<file path="src/touch_query_pkg.sv">
package touch_query_pkg;
   // Opcodes served by this decoder
   localparam logic [7:0] OP_NULL       = 8'h00;
   localparam logic [7:0] OP_FIRST_KEY  = 8'h06;
   localparam logic [7:0] OP_ALL_KEYS   = 8'h07;
   localparam logic [7:0] OP_SIGNALS    = 8'h08;
   localparam logic [7:0] OP_REFS       = 8'h09;
   localparam logic [7:0] OP_DELTAS     = 8'h0a;
   localparam logic [7:0] OP_ERRORS     = 8'h0b;
   localparam logic [7:0] OP_FAULT      = 8'h0c;
   localparam logic [7:0] OP_DUMP       = 8'h0d;
   localparam logic [7:0] OP_SETUP_CRC  = 8'h0e;
   localparam logic [7:0] OP_LAST_CMD   = 8'h0f;
   localparam logic [7:0] OP_INT_CODE   = 8'h10;
   // Status byte layout
   localparam int MULTI_BIT  = 7;
   localparam int ALERT_BIT  = 6;
   localparam logic [5:0] NO_KEY = 6'h3f;
   // Key and setups geometry
   localparam int NUM_KEYS    = 48;
   localparam int SETUP_BYTES = 247;
   // CRC defaults, shared with setups-load logic
   localparam logic [7:0]  CRC8_POLY  = 8'h31;
   localparam logic [7:0]  CRC8_INIT  = 8'h00;
   localparam logic [15:0] CRC16_POLY = 16'h1021;
   localparam logic [15:0] CRC16_INIT = 16'h0000;
   // Dump inter-byte timeout
   localparam int CLK_HZ        = 10_000_000;
   localparam int DUMP_GAP_MS   = 100;
   localparam int DUMP_GAP_CYC  = CLK_HZ / 1000 * DUMP_GAP_MS;
   // Response FIFO
   localparam int FIFO_DEPTH = 32;
   localparam int FIFO_WIDTH = 8;
   // Response engine states
   typedef enum logic [2:0] {
      ST_IDLE  = 3'b000,
      ST_EMIT  = 3'b001,
      ST_CRC8  = 3'b010,
      ST_CRC16 = 3'b011,
      ST_CRC16H = 3'b100
   } resp_state_e;
endpackage

</file>
<file path="src/touch_status_query_cmds.sv">
`timescale 1ns/1ns
`default_nettype none
// Operation
// - 0x06 returns status byte plus check byte
// - Bit 6 flags any alert condition
// - Bits 5-0 first key, 0x3f none
// - Check byte is CRC-8 over command, data
// - 0x07 returns six detect bytes plus CRC
// - 0x08 returns 48 signal words, low first
// - 0x09 returns 48 reference words, low first
// - 0x0a returns 48 reference-minus-signal bytes
// - 0x0c returns fault byte plus CRC
// - Scanning suspended during setups dump
// - Dump is setups then CRC-16 low first
// - Dump aborts after 100 ms byte gap
// - 0x0e returns setups CRC-16 low first
// - 0x0f returns complement of previous command
// - 0x10 returns code byte plus CRC
// - Unknown command sets comms error flag
module touch_status_query_cmds
   import touch_query_pkg::*;
#(
   parameter int          GAP_CYCLES  = touch_query_pkg::DUMP_GAP_CYC,
   parameter int          SETUP_LEN   = touch_query_pkg::SETUP_BYTES,
   parameter logic [7:0]  CRC8_P      = touch_query_pkg::CRC8_POLY,
   parameter logic [7:0]  CRC8_I      = touch_query_pkg::CRC8_INIT,
   parameter logic [15:0] CRC16_P     = touch_query_pkg::CRC16_POLY,
   parameter logic [15:0] CRC16_I     = touch_query_pkg::CRC16_INIT
) (
   input  wire logic        ref_clk_in,
   input  wire logic        rst_n_in,
   input  wire logic [7:0]  cmd_data_in,
   input  wire logic        cmd_valid_in,
   output logic             cmd_ready_out,
   output logic [7:0]       resp_data_out,
   output logic             resp_valid_out,
   input  wire logic        resp_ready_in,
   input  wire logic [47:0] key_detect_in,
   input  wire logic [47:0] key_error_in,
   input  wire logic        any_cal_in,
   input  wire logic        cal_fail_in,
   input  wire logic        sync_fail_in,
   input  wire logic        fault_fail_in,
   input  wire logic        setup_corrupt_in,
   input  wire logic [7:0]  fault_bits_in,
   input  wire logic [7:0]  internal_code_in,
   input  wire logic [15:0] setup_crc_in,
   output logic [5:0]       key_index_out,
   input  wire logic [15:0] key_signal_in,
   input  wire logic [15:0] key_ref_in,
   output logic [7:0]       setup_addr_out,
   input  wire logic [7:0]  setup_byte_in,
   output logic             scan_hold_out,
   output logic             comms_error_out,
   output logic             dump_abort_out
);
   import touch_query_pkg::*;

   initial begin
      if (GAP_CYCLES < 1 || GAP_CYCLES >= (1 << 23) ||
          SETUP_LEN < 1 || SETUP_LEN > 256) begin
         $error("touch_status_query_cmds: bad parameter");
      end
   end

   ////////////////////////////////////////////////////////////////////////
   // CRC helpers; MSB first, no reflection, no final inversion, so
   // the setups-load checker can share the same parameters
   function automatic logic [7:0] crc8_step(input logic [7:0] c,
                                            input logic [7:0] d);
      logic [7:0] r;
      r = c ^ d;
      for (int i = 0; i < 8; i++) begin
         r = r[7] ? ((r << 1) ^ CRC8_P) : (r << 1);
      end
      return r;
   endfunction

   function automatic logic [15:0] crc16_step(input logic [15:0] c,
                                              input logic [7:0]  d);
      logic [15:0] r;
      r = c ^ {d, 8'h00};
      for (int i = 0; i < 8; i++) begin
         r = r[15] ? ((r << 1) ^ CRC16_P) : (r << 1);
      end
      return r;
   endfunction

   ////////////////////////////////////////////////////////////////////////
   // Response engine state
   resp_state_e state;
   logic [7:0]  cur_op;
   logic [7:0]  last_cmd;
   logic [7:0]  prev_cmd;
   logic [8:0]  idx;
   logic [8:0]  count;
   logic [7:0]  crc8;
   logic [15:0] crc16;
   logic [22:0] gap_cnt;
   logic        cmd_fire;
   logic        known;
   logic [7:0]  byte_val;
   logic [7:0]  wr_data;
   logic        wr_valid;
   logic        wr_ready;
   logic [7:0]  delta;
   logic        alert;
   logic        multi;
   logic [5:0]  first_key;

   // Commands accepted only between responses, keeping order; a host
   // that writes early just sees its byte held off until idle
   assign cmd_ready_out = (state == ST_IDLE);
   assign cmd_fire      = cmd_valid_in && cmd_ready_out;

   // Opcode recognition; null is a valid filler byte
   // Opcodes of other command groups fall to default as unknown
   always_comb begin
      case (cmd_data_in)
         OP_NULL, OP_FIRST_KEY, OP_ALL_KEYS, OP_SIGNALS, OP_REFS,
         OP_DELTAS, OP_ERRORS, OP_FAULT, OP_DUMP, OP_SETUP_CRC,
         OP_LAST_CMD, OP_INT_CODE: known = 1'b1;
         default: known = 1'b0;
      endcase
   end

   // Priority encode the first touched key
   always_comb begin
      first_key = NO_KEY;
      for (int k = NUM_KEYS - 1; k >= 0; k--) begin
         if (key_detect_in[k]) begin
            first_key = 6'(k);
         end
      end
   end

   // Flag summary; comms error fed back so a bad byte shows up here
   assign multi = ($countones(key_detect_in) > 1);
   assign alert = any_cal_in | cal_fail_in | sync_fail_in | comms_error_out |
                  fault_fail_in | setup_corrupt_in;

   // Reference minus signal, held within one byte; a signal above its
   // reference wraps instead of saturating, which keeps the path short
   assign delta = 8'(key_ref_in - key_signal_in);

   // Key and setups addresses follow the byte index
   assign key_index_out  = (cur_op == OP_DELTAS) ? 6'(idx) : 6'(idx >> 1);
   assign setup_addr_out = idx[7:0];

   // Data byte for the current index
   always_comb begin
      case (cur_op)
         OP_FIRST_KEY: byte_val = {multi, alert, first_key};
         OP_ALL_KEYS:  byte_val = key_detect_in[idx[2:0]*8 +: 8];
         OP_ERRORS:    byte_val = key_error_in[idx[2:0]*8 +: 8];
         OP_SIGNALS:   byte_val = idx[0] ? key_signal_in[15:8]
                                         : key_signal_in[7:0];
         OP_REFS:      byte_val = idx[0] ? key_ref_in[15:8]
                                         : key_ref_in[7:0];
         OP_DELTAS:    byte_val = delta;
         OP_FAULT:     byte_val = fault_bits_in;
         OP_DUMP:      byte_val = setup_byte_in;
         OP_SETUP_CRC: byte_val = idx[0] ? setup_crc_in[15:8]
                                         : setup_crc_in[7:0];
         OP_LAST_CMD:  byte_val = ~prev_cmd;
         OP_INT_CODE:  byte_val = internal_code_in;
         default:      byte_val = 8'h00;
      endcase
   end

   // Byte pushed into the FIFO per state
   // CRC bytes come from registers updated on the previous write
   always_comb begin
      case (state)
         ST_EMIT:   wr_data = byte_val;
         ST_CRC8:   wr_data = crc8;
         ST_CRC16:  wr_data = crc16[7:0];
         ST_CRC16H: wr_data = crc16[15:8];
         default:   wr_data = 8'h00;
      endcase
   end
   assign wr_valid = (state != ST_IDLE);

   ////////////////////////////////////////////////////////////////////////
   // Sequencer: one byte per slot, stalled by FIFO back-pressure
   always_ff @(posedge ref_clk_in or negedge rst_n_in) begin
      if (!rst_n_in) begin
         state  <= ST_IDLE;
         cur_op <= 8'h00;
         idx    <= '0;
         count  <= '0;
         crc8   <= 8'h00;
         crc16  <= 16'h0000;
      end else begin
         case (state)
            ST_IDLE: begin
               if (cmd_fire && known && cmd_data_in != OP_NULL) begin
                  cur_op <= cmd_data_in;
                  idx    <= '0;
                  crc8   <= crc8_step(CRC8_I, cmd_data_in);
                  crc16  <= CRC16_I;
                  state  <= ST_EMIT;
                  case (cmd_data_in)
                     OP_ALL_KEYS, OP_ERRORS: count <= 9'd6;
                     OP_SIGNALS, OP_REFS:    count <= 9'(2 * NUM_KEYS);
                     OP_DELTAS:              count <= 9'(NUM_KEYS);
                     OP_DUMP:                count <= 9'(SETUP_LEN);
                     OP_SETUP_CRC:           count <= 9'd2;
                     default:                count <= 9'd1;
                  endcase
               end
            end
            ST_EMIT: begin
               // Timeout wins over a pending byte, nothing follows it
               if (gap_cnt == 23'(GAP_CYCLES)) begin
                  state <= ST_IDLE;
               end else if (wr_ready) begin
                  crc8  <= crc8_step(crc8, byte_val);
                  crc16 <= crc16_step(crc16, byte_val);
                  idx   <= idx + 9'd1;
                  if (idx == count - 9'd1) begin
                     case (cur_op)
                        OP_FIRST_KEY, OP_ALL_KEYS, OP_ERRORS,
                        OP_FAULT, OP_INT_CODE: state <= ST_CRC8;
                        OP_DUMP: state <= ST_CRC16;
                        default: state <= ST_IDLE;
                     endcase
                  end
               end
            end
            ST_CRC8: begin
               if (wr_ready) begin
                  state <= ST_IDLE;
               end
            end
            ST_CRC16: begin
               // The check word may be cut short by a timeout as well
               if (gap_cnt == 23'(GAP_CYCLES)) begin
                  state <= ST_IDLE;
               end else if (wr_ready) begin
                  state <= ST_CRC16H;
               end
            end
            ST_CRC16H: begin
               if (gap_cnt == 23'(GAP_CYCLES) || wr_ready) begin
                  state <= ST_IDLE;
               end
            end
            default: state <= ST_IDLE;
         endcase
      end
   end

   // Inter-byte gap timer on the host side of the dump
   // Stalls from a full FIFO count too: only a host pop restarts it
   always_ff @(posedge ref_clk_in or negedge rst_n_in) begin
      if (!rst_n_in) begin
         gap_cnt <= '0;
      end else if (cur_op != OP_DUMP || state == ST_IDLE ||
                   (resp_valid_out && resp_ready_in)) begin
         gap_cnt <= '0;
      end else if (gap_cnt != 23'(GAP_CYCLES)) begin
         gap_cnt <= gap_cnt + 23'd1;
      end
   end

   // Abort pulse, one cycle
   always_ff @(posedge ref_clk_in or negedge rst_n_in) begin
      if (!rst_n_in) begin
         dump_abort_out <= 1'b0;
      end else begin
         dump_abort_out <= (state != ST_IDLE) && (cur_op == OP_DUMP) &&
                           (gap_cnt == 23'(GAP_CYCLES));
      end
   end

   ////////////////////////////////////////////////////////////////////////
   // Scanning held for the whole dump, released on completion; kept
   // until the queue drains, as the host is still reading setups bytes
   always_ff @(posedge ref_clk_in or negedge rst_n_in) begin
      if (!rst_n_in) begin
         scan_hold_out <= 1'b0;
      end else if (cmd_fire && cmd_data_in == OP_DUMP) begin
         scan_hold_out <= 1'b1;
      end else if (state == ST_IDLE && !resp_valid_out) begin
         scan_hold_out <= 1'b0;
      end
   end

   // Previous command byte, recorded on the edge it is taken
   always_ff @(posedge ref_clk_in or negedge rst_n_in) begin
      if (!rst_n_in) begin
         last_cmd <= 8'h00;
      end else if (cmd_fire && cmd_data_in != OP_NULL) begin
         last_cmd <= cmd_data_in;
      end
   end

   // Command before the current one, for the echo; last_cmd already
   // holds the echo opcode itself once that opcode is taken
   always_ff @(posedge ref_clk_in or negedge rst_n_in) begin
      if (!rst_n_in) begin
         prev_cmd <= 8'h00;
      end else if (cmd_fire && cmd_data_in != OP_NULL) begin
         prev_cmd <= last_cmd;
      end
   end

   // Comms error: set wins over clear
   always_ff @(posedge ref_clk_in or negedge rst_n_in) begin
      if (!rst_n_in) begin
         comms_error_out <= 1'b0;
      end else if (cmd_fire && !known) begin
         comms_error_out <= 1'b1;
      end else if (cmd_fire && cmd_data_in == OP_LAST_CMD) begin
         comms_error_out <= 1'b0;
      end
   end

   ////////////////////////////////////////////////////////////////////////
   // Response buffer toward the port; host pops on resp_ready_in drain it
   // Writes are cut once the dump gap expires, so no byte follows it
   resp_fifo #(
      .WIDTH (FIFO_WIDTH),
      .DEPTH (FIFO_DEPTH)
   ) u_fifo (
      .ref_clk_in   (ref_clk_in),
      .rst_n_in     (rst_n_in),
      .wr_data_in   (wr_data),
      .wr_valid_in  (wr_valid && gap_cnt != 23'(GAP_CYCLES)),
      .wr_ready_out (wr_ready),
      .rd_data_out  (resp_data_out),
      .rd_valid_out (resp_valid_out),
      .rd_ready_in  (resp_ready_in)
   );
endmodule
`default_nettype wire

</file>
<file path="src/resp_fifo.sv">
`timescale 1ns/1ns
`default_nettype none
module resp_fifo #(
   parameter int WIDTH = 8,
   parameter int DEPTH = 32
) (
   input  wire logic             ref_clk_in,
   input  wire logic             rst_n_in,
   input  wire logic [WIDTH-1:0] wr_data_in,
   input  wire logic             wr_valid_in,
   output logic                  wr_ready_out,
   output logic      [WIDTH-1:0] rd_data_out,
   output logic                  rd_valid_out,
   input  wire logic             rd_ready_in
);
   localparam int AW = $clog2(DEPTH);
   initial begin
      if (DEPTH < 2 || (1 << AW) != DEPTH) begin
         $error("resp_fifo depth must be a power of two");
      end
   end

   logic [WIDTH-1:0] mem [DEPTH];
   logic [AW:0]      wr_ptr;
   logic [AW:0]      rd_ptr;
   logic             full;
   logic             empty;

   // Extra pointer bit separates full from empty
   assign full  = (wr_ptr[AW] != rd_ptr[AW]) &&
                  (wr_ptr[AW-1:0] == rd_ptr[AW-1:0]);
   assign empty = (wr_ptr == rd_ptr);
   assign wr_ready_out = !full;
   assign rd_valid_out = !empty;
   assign rd_data_out  = mem[rd_ptr[AW-1:0]];

   // Storage write, no reset needed
   always_ff @(posedge ref_clk_in) begin
      if (wr_valid_in && !full) begin
         mem[wr_ptr[AW-1:0]] <= wr_data_in;
      end
   end

   // Pointers
   always_ff @(posedge ref_clk_in or negedge rst_n_in) begin
      if (!rst_n_in) begin
         wr_ptr <= '0;
         rd_ptr <= '0;
      end else begin
         if (wr_valid_in && !full) begin
            wr_ptr <= wr_ptr + 1'b1;
         end
         if (rd_ready_in && !empty) begin
            rd_ptr <= rd_ptr + 1'b1;
         end
      end
   end
endmodule
`default_nettype wire

</file>
<file path="config.mk">
export PLATFORM = sky130hd
export DESIGN_NAME = touch_status_query_cmds
export DESIGN_NICKNAME = d
export VERILOG_FILES = /design/src/touch_query_pkg.sv /design/src/touch_status_query_cmds.sv /design/src/resp_fifo.sv
export SDC_FILE = /design/constraint.sdc
export NUM_CORES = 1
export LEC_CHECK = 0
export BUFFER_PORTS_ARGS = -buffer_cell sky130_fd_sc_hd__buf_4
export CAP_MARGIN = 20
export CORE_UTILIZATION = 60
export DETAILED_ROUTE_END_ITERATION = 12
export PLACE_DENSITY = 0.81
export SLEW_MARGIN = 20
export SYNTH_ARGS = -nofsm -noshare
export SYNTH_HDL_FRONTEND = slang
export SYNTH_SLANG_ARGS = --single-unit
</file>
<file path="constraint.sdc">
create_clock -name ref_clk_in -period 5.19 [get_ports ref_clk_in]
set_input_delay 0.2595 -clock ref_clk_in [delete_from_list [all_inputs] [get_ports ref_clk_in]]
set_output_delay 0.2595 -clock ref_clk_in [all_outputs]
set_load 0.01 [all_outputs]
</file>
==> After elaboration in Yosys (flattened, before gate mapping) <==
Memories as Yosys holds them, arrays and structs flattened.
Cells that the tools add are included.
{ "op_classes": {"eq_ne": 38, "reduce_logical": 34, "add_sub_neg": 53, "n_mux": 110, "n_bitwise": 32, "n_lt_le_gt_ge": 1, "shifts": 2} }
{ "ops": {"columns": ["cell", "n"], "rows": [
  ["two-way mux 6 bit", 49],
  ["== test 8 x 4 -> 1 bit (second input constant)", 15],
  ["two-way mux 13 bit", 8],
  ["indexed part select 48 x 7 -> 8 bit", 2],
  ["one-hot mux 8 bit (11 select lines)", 1],
  ["two-way mux 5 bit", 16],
  ["inverter 3 bit", 24],
  ["adder 1 x 1 -> 2 bit", 24],
  ["two-way mux 16 bit", 3],
  ["two-way mux 8 bit", 6],
  ["two-way mux 23 bit", 2],
  ["one-hot mux 8 bit (5 select lines)", 1],
  ["adder 2 x 2 -> 3 bit", 12],
  ["one-hot mux 16 bit (2 select lines)", 1],
  ["one-hot mux 8 bit (4 select lines)", 1],
  ["two-way mux 9 bit", 3],
  ["adder 3 x 3 -> 4 bit", 6],
  ["== test 8 x 3 -> 1 bit (second input constant)", 3],
  ["two-way mux 3 bit", 8],
  ["adder 23 x 1 -> 23 bit (second input constant)", 1],
  ["== test 23 x 20 -> 1 bit (second input constant)", 1],
  ["!= test 23 x 20 -> 1 bit (second input constant)", 1],
  ["one-hot mux 9 bit (2 select lines)", 1],
  ["one-hot mux 8 bit (2 select lines)", 1],
  ["39 further kinds", 80]
]} }
{ "totals": {"ramBits": 256, "out_inout_bits": 27, "word_cells": 286, "in_bits": 185, "reg_bits": 107, "memories": 2, "romBits": 32} }
{ "memory_table": {"columns": ["name", "depth", "width", "rd", "rd_clocked_by_memory_dff", "write_ports", "line_no", "text"], "rows": [
  ["u_fifo.mem", 32, 8, 1, 0, 1, "resp_fifo.sv:23", "logic [WIDTH-1:0] mem [DEPTH];"],
  ["(no name shown)", 32, 1, 1, 0, 0, "touch_status_query_cmds.sv:119", "case (cmd_data_in)"]
]} }

==> Depth between registers and ports, before layout <==
Gate-level depths: netlist of run 1.
{ "depth": {"depth_word": 69, "mapped_depth": 23, "mapped_depth_nobuf": 23} }

==> Hierarchy <==
A second synthesis of run 1 with hierarchy kept.
{ "hier_totals": {"hier_cells": 1509, "area_unflattened_um2": 19603.8} }
{ "modules_own_cells": {"columns": ["mod", "cells_per_inst", "area_each_um2", "n_inst"], "rows": [
  ["resp_fifo", 470, 10530.1, 1],
  ["touch_status_query_cmds", 1039, 9073.7, 1]
]} }

==> Least setup slack after synthesis of run 1 <==
No wires, ideal clock.
{ "synth_timing": {"path_type": "input -> register", "start": "input key_detect_in[35]", "end": "memory u_fifo.mem[0][7], data pin", "path_stages": 23, "required_ps": 4736, "arrival_ps": 6378, "n_path_buf": 0, "setup_slack_ps": -1642, "setup_ps": 454, "path_cell_list": "inv_1 > fa_1 > inv_1 > fa_1 > inv_1 > fa_1 > inv_1 > fa_1 > inv_1 > fa_1 > fa_1 > fa_1 > inv_1 > ha_1 > fa_1 > nand3_1 > o21ai_0 > a31oi_1 > or3_1 > a211oi_2 > nor2_1 > a21oi_1 > o21ai_0"} }
{ "synth_between": {"elab_chain_len": 8} }
{ "synth_rtl": {"columns": ["element", "line_no", "text"], "rows": [
  ["from (decl)", "touch_status_query_cmds.sv:38", "input wire logic [47:0] key_detect_in,"],
  ["adder 1 x 1 -> 2 bit (not written as such)", "touch_status_query_cmds.sv:138", "assign multi = ($countones(key_detect_in) > 1);"],
  ["adder 2 x 2 -> 3 bit (not written as such)", "touch_status_query_cmds.sv:138", null],
  ["adder 3 x 3 -> 4 bit (not written as such)", "touch_status_query_cmds.sv:138", null],
  ["adder 4 x 4 -> 5 bit (not written as such)", "touch_status_query_cmds.sv:138", null],
  ["adder 6 x 5 -> 7 bit (not written as such)", "touch_status_query_cmds.sv:138", null],
  ["greater-than comparator 7 x 1 -> 1 bit", "touch_status_query_cmds.sv:138", null],
  ["one-hot mux 8 bit (11 select lines)", "touch_status_query_cmds.sv:152", "case (cur_op)"],
  ["one-hot mux 8 bit (4 select lines)", "touch_status_query_cmds.sv:174", "case (state)"],
  ["via u_fifo.wr_data_in[7]", "resp_fifo.sv:9", "input wire logic [WIDTH-1:0] wr_data_in,"],
  ["to (decl)", "resp_fifo.sv:23", null]
]} }
The timed path passes the listed nets, and every way through them passes these cells.

==> Worst setup path in the final report of run 1 <==
{ "layout_timing": {"start": "input key_detect_in[35]", "end": "register crc8[5]"} }
{ "layout_between": {"elab_chain_len": 50, "elab_cells_between_ends": 61, "classes_between": "5 x add/sub; 1 x order compare; 1 x shift; 47 x mux; 7 x bitwise"} }
{ "layout_rtl": {"columns": ["element", "line_no", "text"], "rows": [
  ["two-way mux 5 bit (4 in a row)", "touch_status_query_cmds.sv:131", "if (key_detect_in[k]) begin"],
  ["two-way mux 6 bit (32 in a row)", "touch_status_query_cmds.sv:131", null],
  ["one-hot mux 8 bit (11 select lines) (*)", "touch_status_query_cmds.sv:152", null],
  ["bitwise XOR 8 bit (*)", "touch_status_query_cmds.sv:72", "r = c ^ d;"],
  ["two-way mux 6 bit (*)", "touch_status_query_cmds.sv:74", "r = r[7] ? ((r << 1) ^ CRC8_P) : (r << 1);"],
  ["two-way mux 6 bit", "touch_status_query_cmds.sv:74", null],
  ["inverter 3 bit (no source line)", null, null],
  ["two-way mux 6 bit", "touch_status_query_cmds.sv:74", null],
  ["inverter 3 bit (no source line)", null, null],
  ["two-way mux 6 bit (2 in a row)", "touch_status_query_cmds.sv:74", null],
  ["inverter 3 bit (no source line)", null, null],
  ["two-way mux 6 bit (*)", "touch_status_query_cmds.sv:74", null],
  ["two-way mux 8 bit (*)", "touch_status_query_cmds.sv:217", "end else if (wr_ready) begin"],
  ["two-way mux 8 bit (*)", "touch_status_query_cmds.sv:215", "if (gap_cnt == 23'(GAP_CYCLES)) begin"],
  ["one-hot mux 8 bit (2 select lines) (*)", "touch_status_query_cmds.sv:195", "case (state)"],
  ["to (signal assigned)", "touch_status_query_cmds.sv:200", "crc8 <= crc8_step(CRC8_I, cmd_data_in);"],
  ["to (signal assigned)", "touch_status_query_cmds.sv:218", "crc8 <= crc8_step(crc8, byte_val);"],
  ["to (decl)", "touch_status_query_cmds.sv:97", "logic [7:0] crc8;"]
]} }
Mark *: on every way between the ends. The rest lies on a longest branch, timed or not. The select of a mux whose other input is x is not followed.
A chain may end at the register's enable or synchronous reset.

==> results of run 1 <==
## final cells by class
cell class                 count  area share
sequential                   361      0.4365
multi-input combinational    999      0.3825
timing repair buffer         295     0.09566
clock buffer                  52     0.04233
tap                          442     0.02339
inverter                      87     0.01413
clock inverter                14    0.005556
## metal layers
| metal | share of wire | vias up |
|---|---|---|
| met5 | 0 | - |
| met2 | 0.49 | 981 |
| li1 | - | 6273 |
| met3 | 0.091 | 178 |
| met1 | 0.37 | 7383 |
| met4 | 0.044 | 0 |
## cell families after synthesis
logic type | share of synthesized area
simple gates | 0.1091
fa+ha+maj | 0.05731
xor+xnor | 0.05454
mux | 0.1443
flops | 0.5192
compound gates | 0.08017
buf+inv | 0.03546
## power breakdown
| part | internal (mW) | switching, mW | leakage (nW) |
|---|---|---|---|
| clock network | 1.41 | 1.11 | 0.549 |
| logic | 2.37 | 2.35 | 4.91 |
| registers | 3.24 | 0.288 | 4.03 |
## synthesized netlist by cell type (all sizes together) (14+ instances only)
cell / n / share of area
nand4: 18 / 0.0057
o21ai: 56 / 0.014
o22ai: 14 / 0.0044
o211ai: 16 / 0.0065
nor3: 25 / 0.0063
ha: 27 / 0.017
fa: 40 / 0.040
inv: 87 / 0.016
a21oi: 41 / 0.010
nor2: 124 / 0.024
mux2: 55 / 0.031
nor4: 21 / 0.0069
mux2i: 22 / 0.011
xnor2: 47 / 0.021
and3: 16 / 0.0050
mux4: 90 / 0.10
dfrtp: 105 / 0.13
buf: 32 / 0.0083
xor2: 42 / 0.019
a211oi: 23 / 0.0092
clkbuf: 57 / 0.011
nand3: 45 / 0.011
edfxtp: 256 / 0.39
nand2: 97 / 0.018
## path summary, 6_finish.rpt
check | endpoint | slack (ps) | cells past startpoint
worst max-delay path | crc8[5] | -1010 | 26
worst min-delay path | last_cmd[6] | 30 | 2
worst max register to register | crc8[5] | 1130 | 9
worst min register to register | u_fifo.wr_ptr[5] | 480 | 1
max in group asynchronous | u_fifo.rd_ptr[0] | 3690 | 3
min in group asynchronous | idx[5] | 310 | 2
## flip-flops by register name (all words and copies together), names as in the netlist, 3 cells and up
name,count
last_cmd,8
u_fifo.mem,256
gap_cnt,23
crc16,16
count,7
state,3
u_fifo.rd_ptr,6
crc8,8
cur_op,8
idx,9
prev_cmd,8
u_fifo.wr_ptr,6
## stage by stage
| stage | setup WS (ps) | util | setup TNS [ps] |
|---|---|---|---|
| 2_1_floorplan | -882.5 | - | -30850 |
| 3_3_place_gp | -1280 | 0.6843 | -51870 |
| 3_5_place_dp | -1526 | 0.6843 | -61230 |
| 4_1_cts | -910.7 | 0.7251 | -35780 |
| 5_1_grt | -1193 | 0.7268 | -46040 |
| 6_report | -1014 | 0.7268 | -39170 |
## timing repair
| item | 4_1_cts | 5_1_grt |
|---|---|---|
| setup buffers | 7 | 1 |
| hold buffers | 2 | 0 |
| pin swaps | 6 | 6 |
| setup endpoints to repair | 42 | 42 |
| endpoints found under the hold margin | 53 | 0 |
| gates cloned | 3 | 0 |
| resized for setup | 17 | 11 |
==> flow_metrics.py, run 1 <==
metrics = {
    "finish": {
        "fin_cells": 2250,
        "syn_to_final_growth_pct": 19.03,
        "layout_commonest_cell": "buf_4",
        "seq_area_sq_um": 10320,
        "multi_input_area_sq_um": 9045,
        "final.fill_count": 2147,
        "n_antenna_cell": 0,
        "fin_nets": 2032,
        "layout-drive-gt1-share": 0.3086,
        "mostFrequentLayoutCells": "buf_4 (285), edfxtp_1 (256), nor2_1 (121), dfrtp_1 (102), nand2_1 (97)",
        "design_area_sq_um": 23650,
    },
    "clock_tree": {
        "clockBufferDepth": 3,
        "cts_inserted_buffers": 36,
        "cts_tree": "built",
        "clk_pin_slew_ps": 60,
        "clock_latency_ps": 540,
        "cts_htree_levels": 2,
        "cts_root_buf": "clkbuf_16",
        "clkSinkCount": 361,
    },
    "logic_synthesis": {
        "async_flop_share": 0.2909,
        "syn_avg_cell_area_sq_um": 12.96,
        "netlist_area_sq_um": 19870,
        "syn_inst": 1533,
        "synth.distinct_cells": 86,
        "yosysWarnings": 0,
        "synth-edff-count": 256,
        "synth.ff_latch_count": 361,
        "syn_nets": 1785,
        "synthFlopType": "edfxtp_1",
        "seq_area_frac_synth": 0.5192,
    },
    "worst_setup_path": {
        "path_common_cell": "fa_1",
        "arrival_ps": 6660,
        "critPathLaunchType": "input port",
        "crit_start": "key_detect_in[35]",
        "critical_path.top_delay_family": "adder cells",
        "path_max_fanout": 4,
        "slowest_delay_ps": 540,
        "slowest_stage": "fa_1",
        "reg2reg_from": "cur_op[4]",
        "worstPathRequired_ps": 5640,
        "endpoint_kind": "flip-flop",
        "path_buf_inv": 10,
        "crit_type": "in2reg",
    },
    "placement": {
        "io_buffers": 211,
        "hpwl_mm": 40.36,
        "gp_congestion": 1.036,
        "dp_cells": 2171,
        "placed_cell_area_sq_um": 22260,
    },
    "grt": {
        "use_met1": 0.4852,
        "first_global_vias": 14920,
        "grt_util_met3": 0.04992,
        "grt_overflow": 0,
        "grt_util_met2": 0.6080,
        "grt_usage": 0.3642,
        "grt_pass1_wl_mm": 90.63,
        "busiest_layer": "met2",
        "grt_max_degree": 68,
        "grt_antenna_before_repair": 0,
    },
    "floorplan": {
        "die_area_sq_um": 33850,
        "die_w_um": 184.0,
        "rows": 66,
        "ios": 212,
        "core_sq_um": 32540,
        "fp.dieH_um": 184.0,
        "initial_core_util": 0.6106,
    },
    "drt": {
        "wl_mm": 60.11,
        "antenna_left": 0,
        "via_count": 14820,
        "vias_per_cell": 6.584,
        "drt_iter0_drc": 1716,
        "first_pass_iters": 7,
        "drcViolationCount": 0,
        "avgRoutedWirePerCell_um": 26.72,
    },
    "timing": {
        "finalHoldViolCount": 0,
        "fin_crit_sh": 1.195,
        "max_freq_mhz": 161.2,
        "rsz0062_at_grt": "yes",
        "whs_ps": 26.48,
        "slew_headroom": 0.2504,
        "final.setup.worst_slack_ps": -1014,
        "fin_crit_ps": 6204,
        "setup_viol": 42,
        "drv_slew": 0,
        "fin_skew_ps": 21.16,
        "worstMarginPinSlew_ps": 1124,
    },
    "run": {
        "maxCapViolCount": 0,
    },
    "outcome": {
        "failed_checks": "setup timing",
        "outcome": "complete, but fails checks",
    },
    "pwr": {
        "p_total_mw": 10.78,
        "max-vdd-ir-drop_uv": 387.0,
        "leakage_nw": 9.493,
        "p_per_area_nw_per_um2": 455.8,
    },
    "min_path": {
        "min_path_type": "in2reg",
        "hold_start": "cmd_data_in[6]",
    },
}
Power figures use the tool's default switching activity.
==> run 2, diff against run 1 <==
- CORE_UTILIZATION: 60 -> 50
- PLACE_DENSITY: 0.81 -> 0.7
- SYNTH_HIERARCHICAL: default -> 1
==> run 2 against run 1 <==
Compared with the run above:
- critical path type unchanged
- highest routed layer unchanged
- register-to-register slack got worse by 380 ps
- sequential cell count unchanged
- utilization decreased by 11 points
- worst hold slack got worse by 11 ps
- largest cell class unchanged
- total power increased by 29%
- synthesized cell count decreased by 1.6%
- cell area increased by 0.32%
- the flow still finishes with violations (setup timing)
==> flow_metrics.py, run 2 <==
metrics = {
    "drt": {
        "wl_mm": 54.53,
        "vias_per_cell": 6.043,
        "drcViolationCount": 0,
        "avgRoutedWirePerCell_um": 23.56,
        "first_pass_iters": 5,
        "antenna_left": 0,
        "via_count": 13980,
        "drt_iter0_drc": 1219,
    },
    "timing": {
        "final.setup.worst_slack_ps": -1544,
        "rsz0062_at_grt": "yes",
        "setup_viol": 42,
        "max_freq_mhz": 148.5,
        "whs_ps": 15.22,
        "finalSetupTns_ps": -63560,
        "fin_skew_ps": 26.34,
        "worstMarginPinSlew_ps": 1064,
        "fin_crit_sh": 1.298,
        "fin_crit_ps": 6734,
        "slew_headroom": 0.2906,
        "finalHoldViolCount": 0,
        "drv_slew": 0,
    },
    "floorplan": {
        "fp.dieH_um": 200.0,
        "core_sq_um": 38650,
        "initial_core_util": 0.5073,
        "ios": 212,
        "die_area_sq_um": 40000,
        "rows": 72,
        "die_w_um": 200.0,
    },
    "logic_synthesis": {
        "synth.area.top_cells": "edfxtp_1 (39%), dfrtp_1 (13%), mux4_2 (11%)",
        "synth_top_area_frac": 0.3921,
        "yosys.area.top_type": "edfxtp_1",
        "synth.distinct_cells": 84,
        "synthFlopType": "edfxtp_1",
        "syn_avg_cell_area_sq_um": 12.99,
        "syn_inst": 1509,
        "yosysMostFrequentCell": "edfxtp_1",
        "synth.ff_latch_count": 361,
        "netlist_area_sq_um": 19600,
        "seq_area_frac_synth": 0.5262,
        "yosysWarnings": 6,
        "yosys-top-cells-count": "edfxtp_1 (256), nor2_1 (124), dfrtp_1 (105)",
        "synth-edff-count": 256,
        "syn_nets": 1761,
        "async_flop_share": 0.2909,
    },
    "worst_setup_path": {
        "path_max_fanout": 8,
        "critical_path.top_delay_family": "adder cells",
        "critPathLaunchType": "input port",
        "endpoint_kind": "flip-flop",
        "path_common_cell": "fa_1",
        "worstPathRequired_ps": 5420,
        "path_buf_inv": 10,
        "arrival_ps": 6960,
        "slowest_delay_ps": 530,
        "crit_type": "in2reg",
        "slowest_stage": "fa_1",
    },
    "clock_tree": {
        "cts_inserted_buffers": 36,
        "clock_latency_ps": 540,
        "clk_pin_slew_ps": 60,
        "cts_root_buf": "clkbuf_16",
        "clockBufferDepth": 3,
        "clkSinkCount": 361,
        "cts_htree_levels": 2,
        "cts_tree": "built",
    },
    "placement": {
        "dp_cells": 2236,
        "hpwl_mm": 38.78,
        "io_buffers": 211,
        "gp_congestion": 0.9885,
    },
    "finish": {
        "seq_area_sq_um": 10320,
        "syn_to_final_growth_pct": 21.01,
        "largest_reg_flops": 256,
        "fin_cells": 2314,
        "final.fill_count": 2966,
        "layout_commonest_cell": "buf_4",
        "layout-drive-gt1-share": 0.3019,
        "multi_input_area_sq_um": 8840,
        "post-route-util": 0.6138,
        "mostFrequentLayoutCells": "buf_4 (297), edfxtp_1 (256), nor2_1 (123), dfrtp_1 (102), mux4_2 (100)",
        "fin_nets": 2020,
    },
    "grt": {
        "grt_pass1_wl_mm": 82.77,
        "first_global_vias": 14080,
        "grt_antenna_before_repair": 1,
        "grt_overflow": 0,
        "grt_max_degree": 70,
        "grt_usage": 0.2781,
    },
    "run": {
        "maxCapViolCount": 0,
    },
    "pwr": {
        "p_per_area_nw_per_um2": 585.6,
        "p_total_mw": 13.89,
        "leakage_nw": 9.071,
        "max-vdd-ir-drop_uv": 419.5,
    },
    "outcome": {
        "failed_checks": "setup timing",
        "outcome": "complete, but fails checks",
    },
    "min_path": {
        "min_path_type": "in2reg",
    },
}
run 2: cell types whose count changed after synthesis, moves of 6 or more:
cell	change
a211oi_1	-9
buf_1	-6
mux2_2	-27
mux2i_1	+8
mux4_2	+10
nand2b_1	-6
o211ai_1	-10
xnor2_1	+11
xnor3_1	-6
xor2_1	+8
run 2: report_power, final:
part / total (mW) / switching [mW] / internal [mW]
registers: 4.50 / 0.621 / 3.88
logic: 6.69 / 3.44 / 3.25
clock network: 2.70 / 1.09 / 1.60
run 2: cells by family (layout without fill, tap and decap cells):
kind of cell | after synthesis | count (layout) | share of synthesized area
AO/OA/AOI/OAI | 229 | 231 | 0.07819
multiplexers | 159 | 159 | 0.1469
XOR/XNOR | 108 | 108 | 0.05074
other | 0 | 1 | 0
flip-flops | 361 | 361 | 0.5262
adder cells (fa/ha/maj) | 67 | 67 | 0.05808
AND/OR/NAND/NOR | 409 | 409 | 0.1021
buffers and inverters | 176 | 460 | 0.03791
run 2: metrics by stage:
stage          area [sq um]  setup slack [ps]
6_report              23720             -1544
5_1_grt               23720             -1746
4_1_cts               23630             -1505
3_5_place_dp          22180             -2291
3_3_place_gp          22170             -2197
2_1_floorplan         19660             -1512
run 2: worst paths after layout:
kind | start | end | slack, ps | depth (start not counted)
hold / removal | cmd_data_in[4] | cur_op[4] | 20 | 3
setup reg to reg | cur_op[4] | crc8[7] | 750 | 11
setup / recovery | key_detect_in[35] | u_fifo/mem[10][7] | -1540 | 27
max in group asynchronous | rst_n_in | idx[0] | 3620 | 3
min in group asynchronous | rst_n_in | gap_cnt[15] | 230 | 2
hold reg to reg | cur_op[1] | cur_op[1] | 480 | 2
run 2: per-layer routing:
metal | vias up | routed length (um) | global-route usage
met5 | - | 0 | 0
met4 | 0 | 1997 | 0.1029
met3 | 113 | 3897 | 0.05007
met2 | 592 | 26570 | 0.4532
met1 | 7074 | 22070 | 0.3738
li1 | 6204 | - | -
run 2: repair_timing:
item | in CTS | in global routing
gates cloned | 2 | 0
setup buffers | 7 | 2
gates resized for setup | 26 | 12
endpoints found under the setup margin | 42 | 42
endpoints found under the hold margin | 36 | 0
pin swaps | 9 | 8
hold buffers | 1 | 0
run 2: worst reg2reg max path: stages (launching register included):
cell and delay [ps]:
dfrtp_1 460, or4_1 830, nor2_4 560, mux4_2 410, mux2i_1 230, a211oi_1 120, a211oi_1 350, buf_4 220
xor2_1 410, xnor2_1 230, xor2_1 210, a221oi_1 300
run 2: cell type report:
type | count | share of cell area
sequential | 361 | 0.4351
timing repair buffer | 305 | 0.09863
clock inverter | 19 | 0.01002
clock buffer | 46 | 0.04167
tap | 518 | 0.02732
inverter | 90 | 0.01456
multi-input combinational | 974 | 0.3726
antenna | 1 | 0.0001055
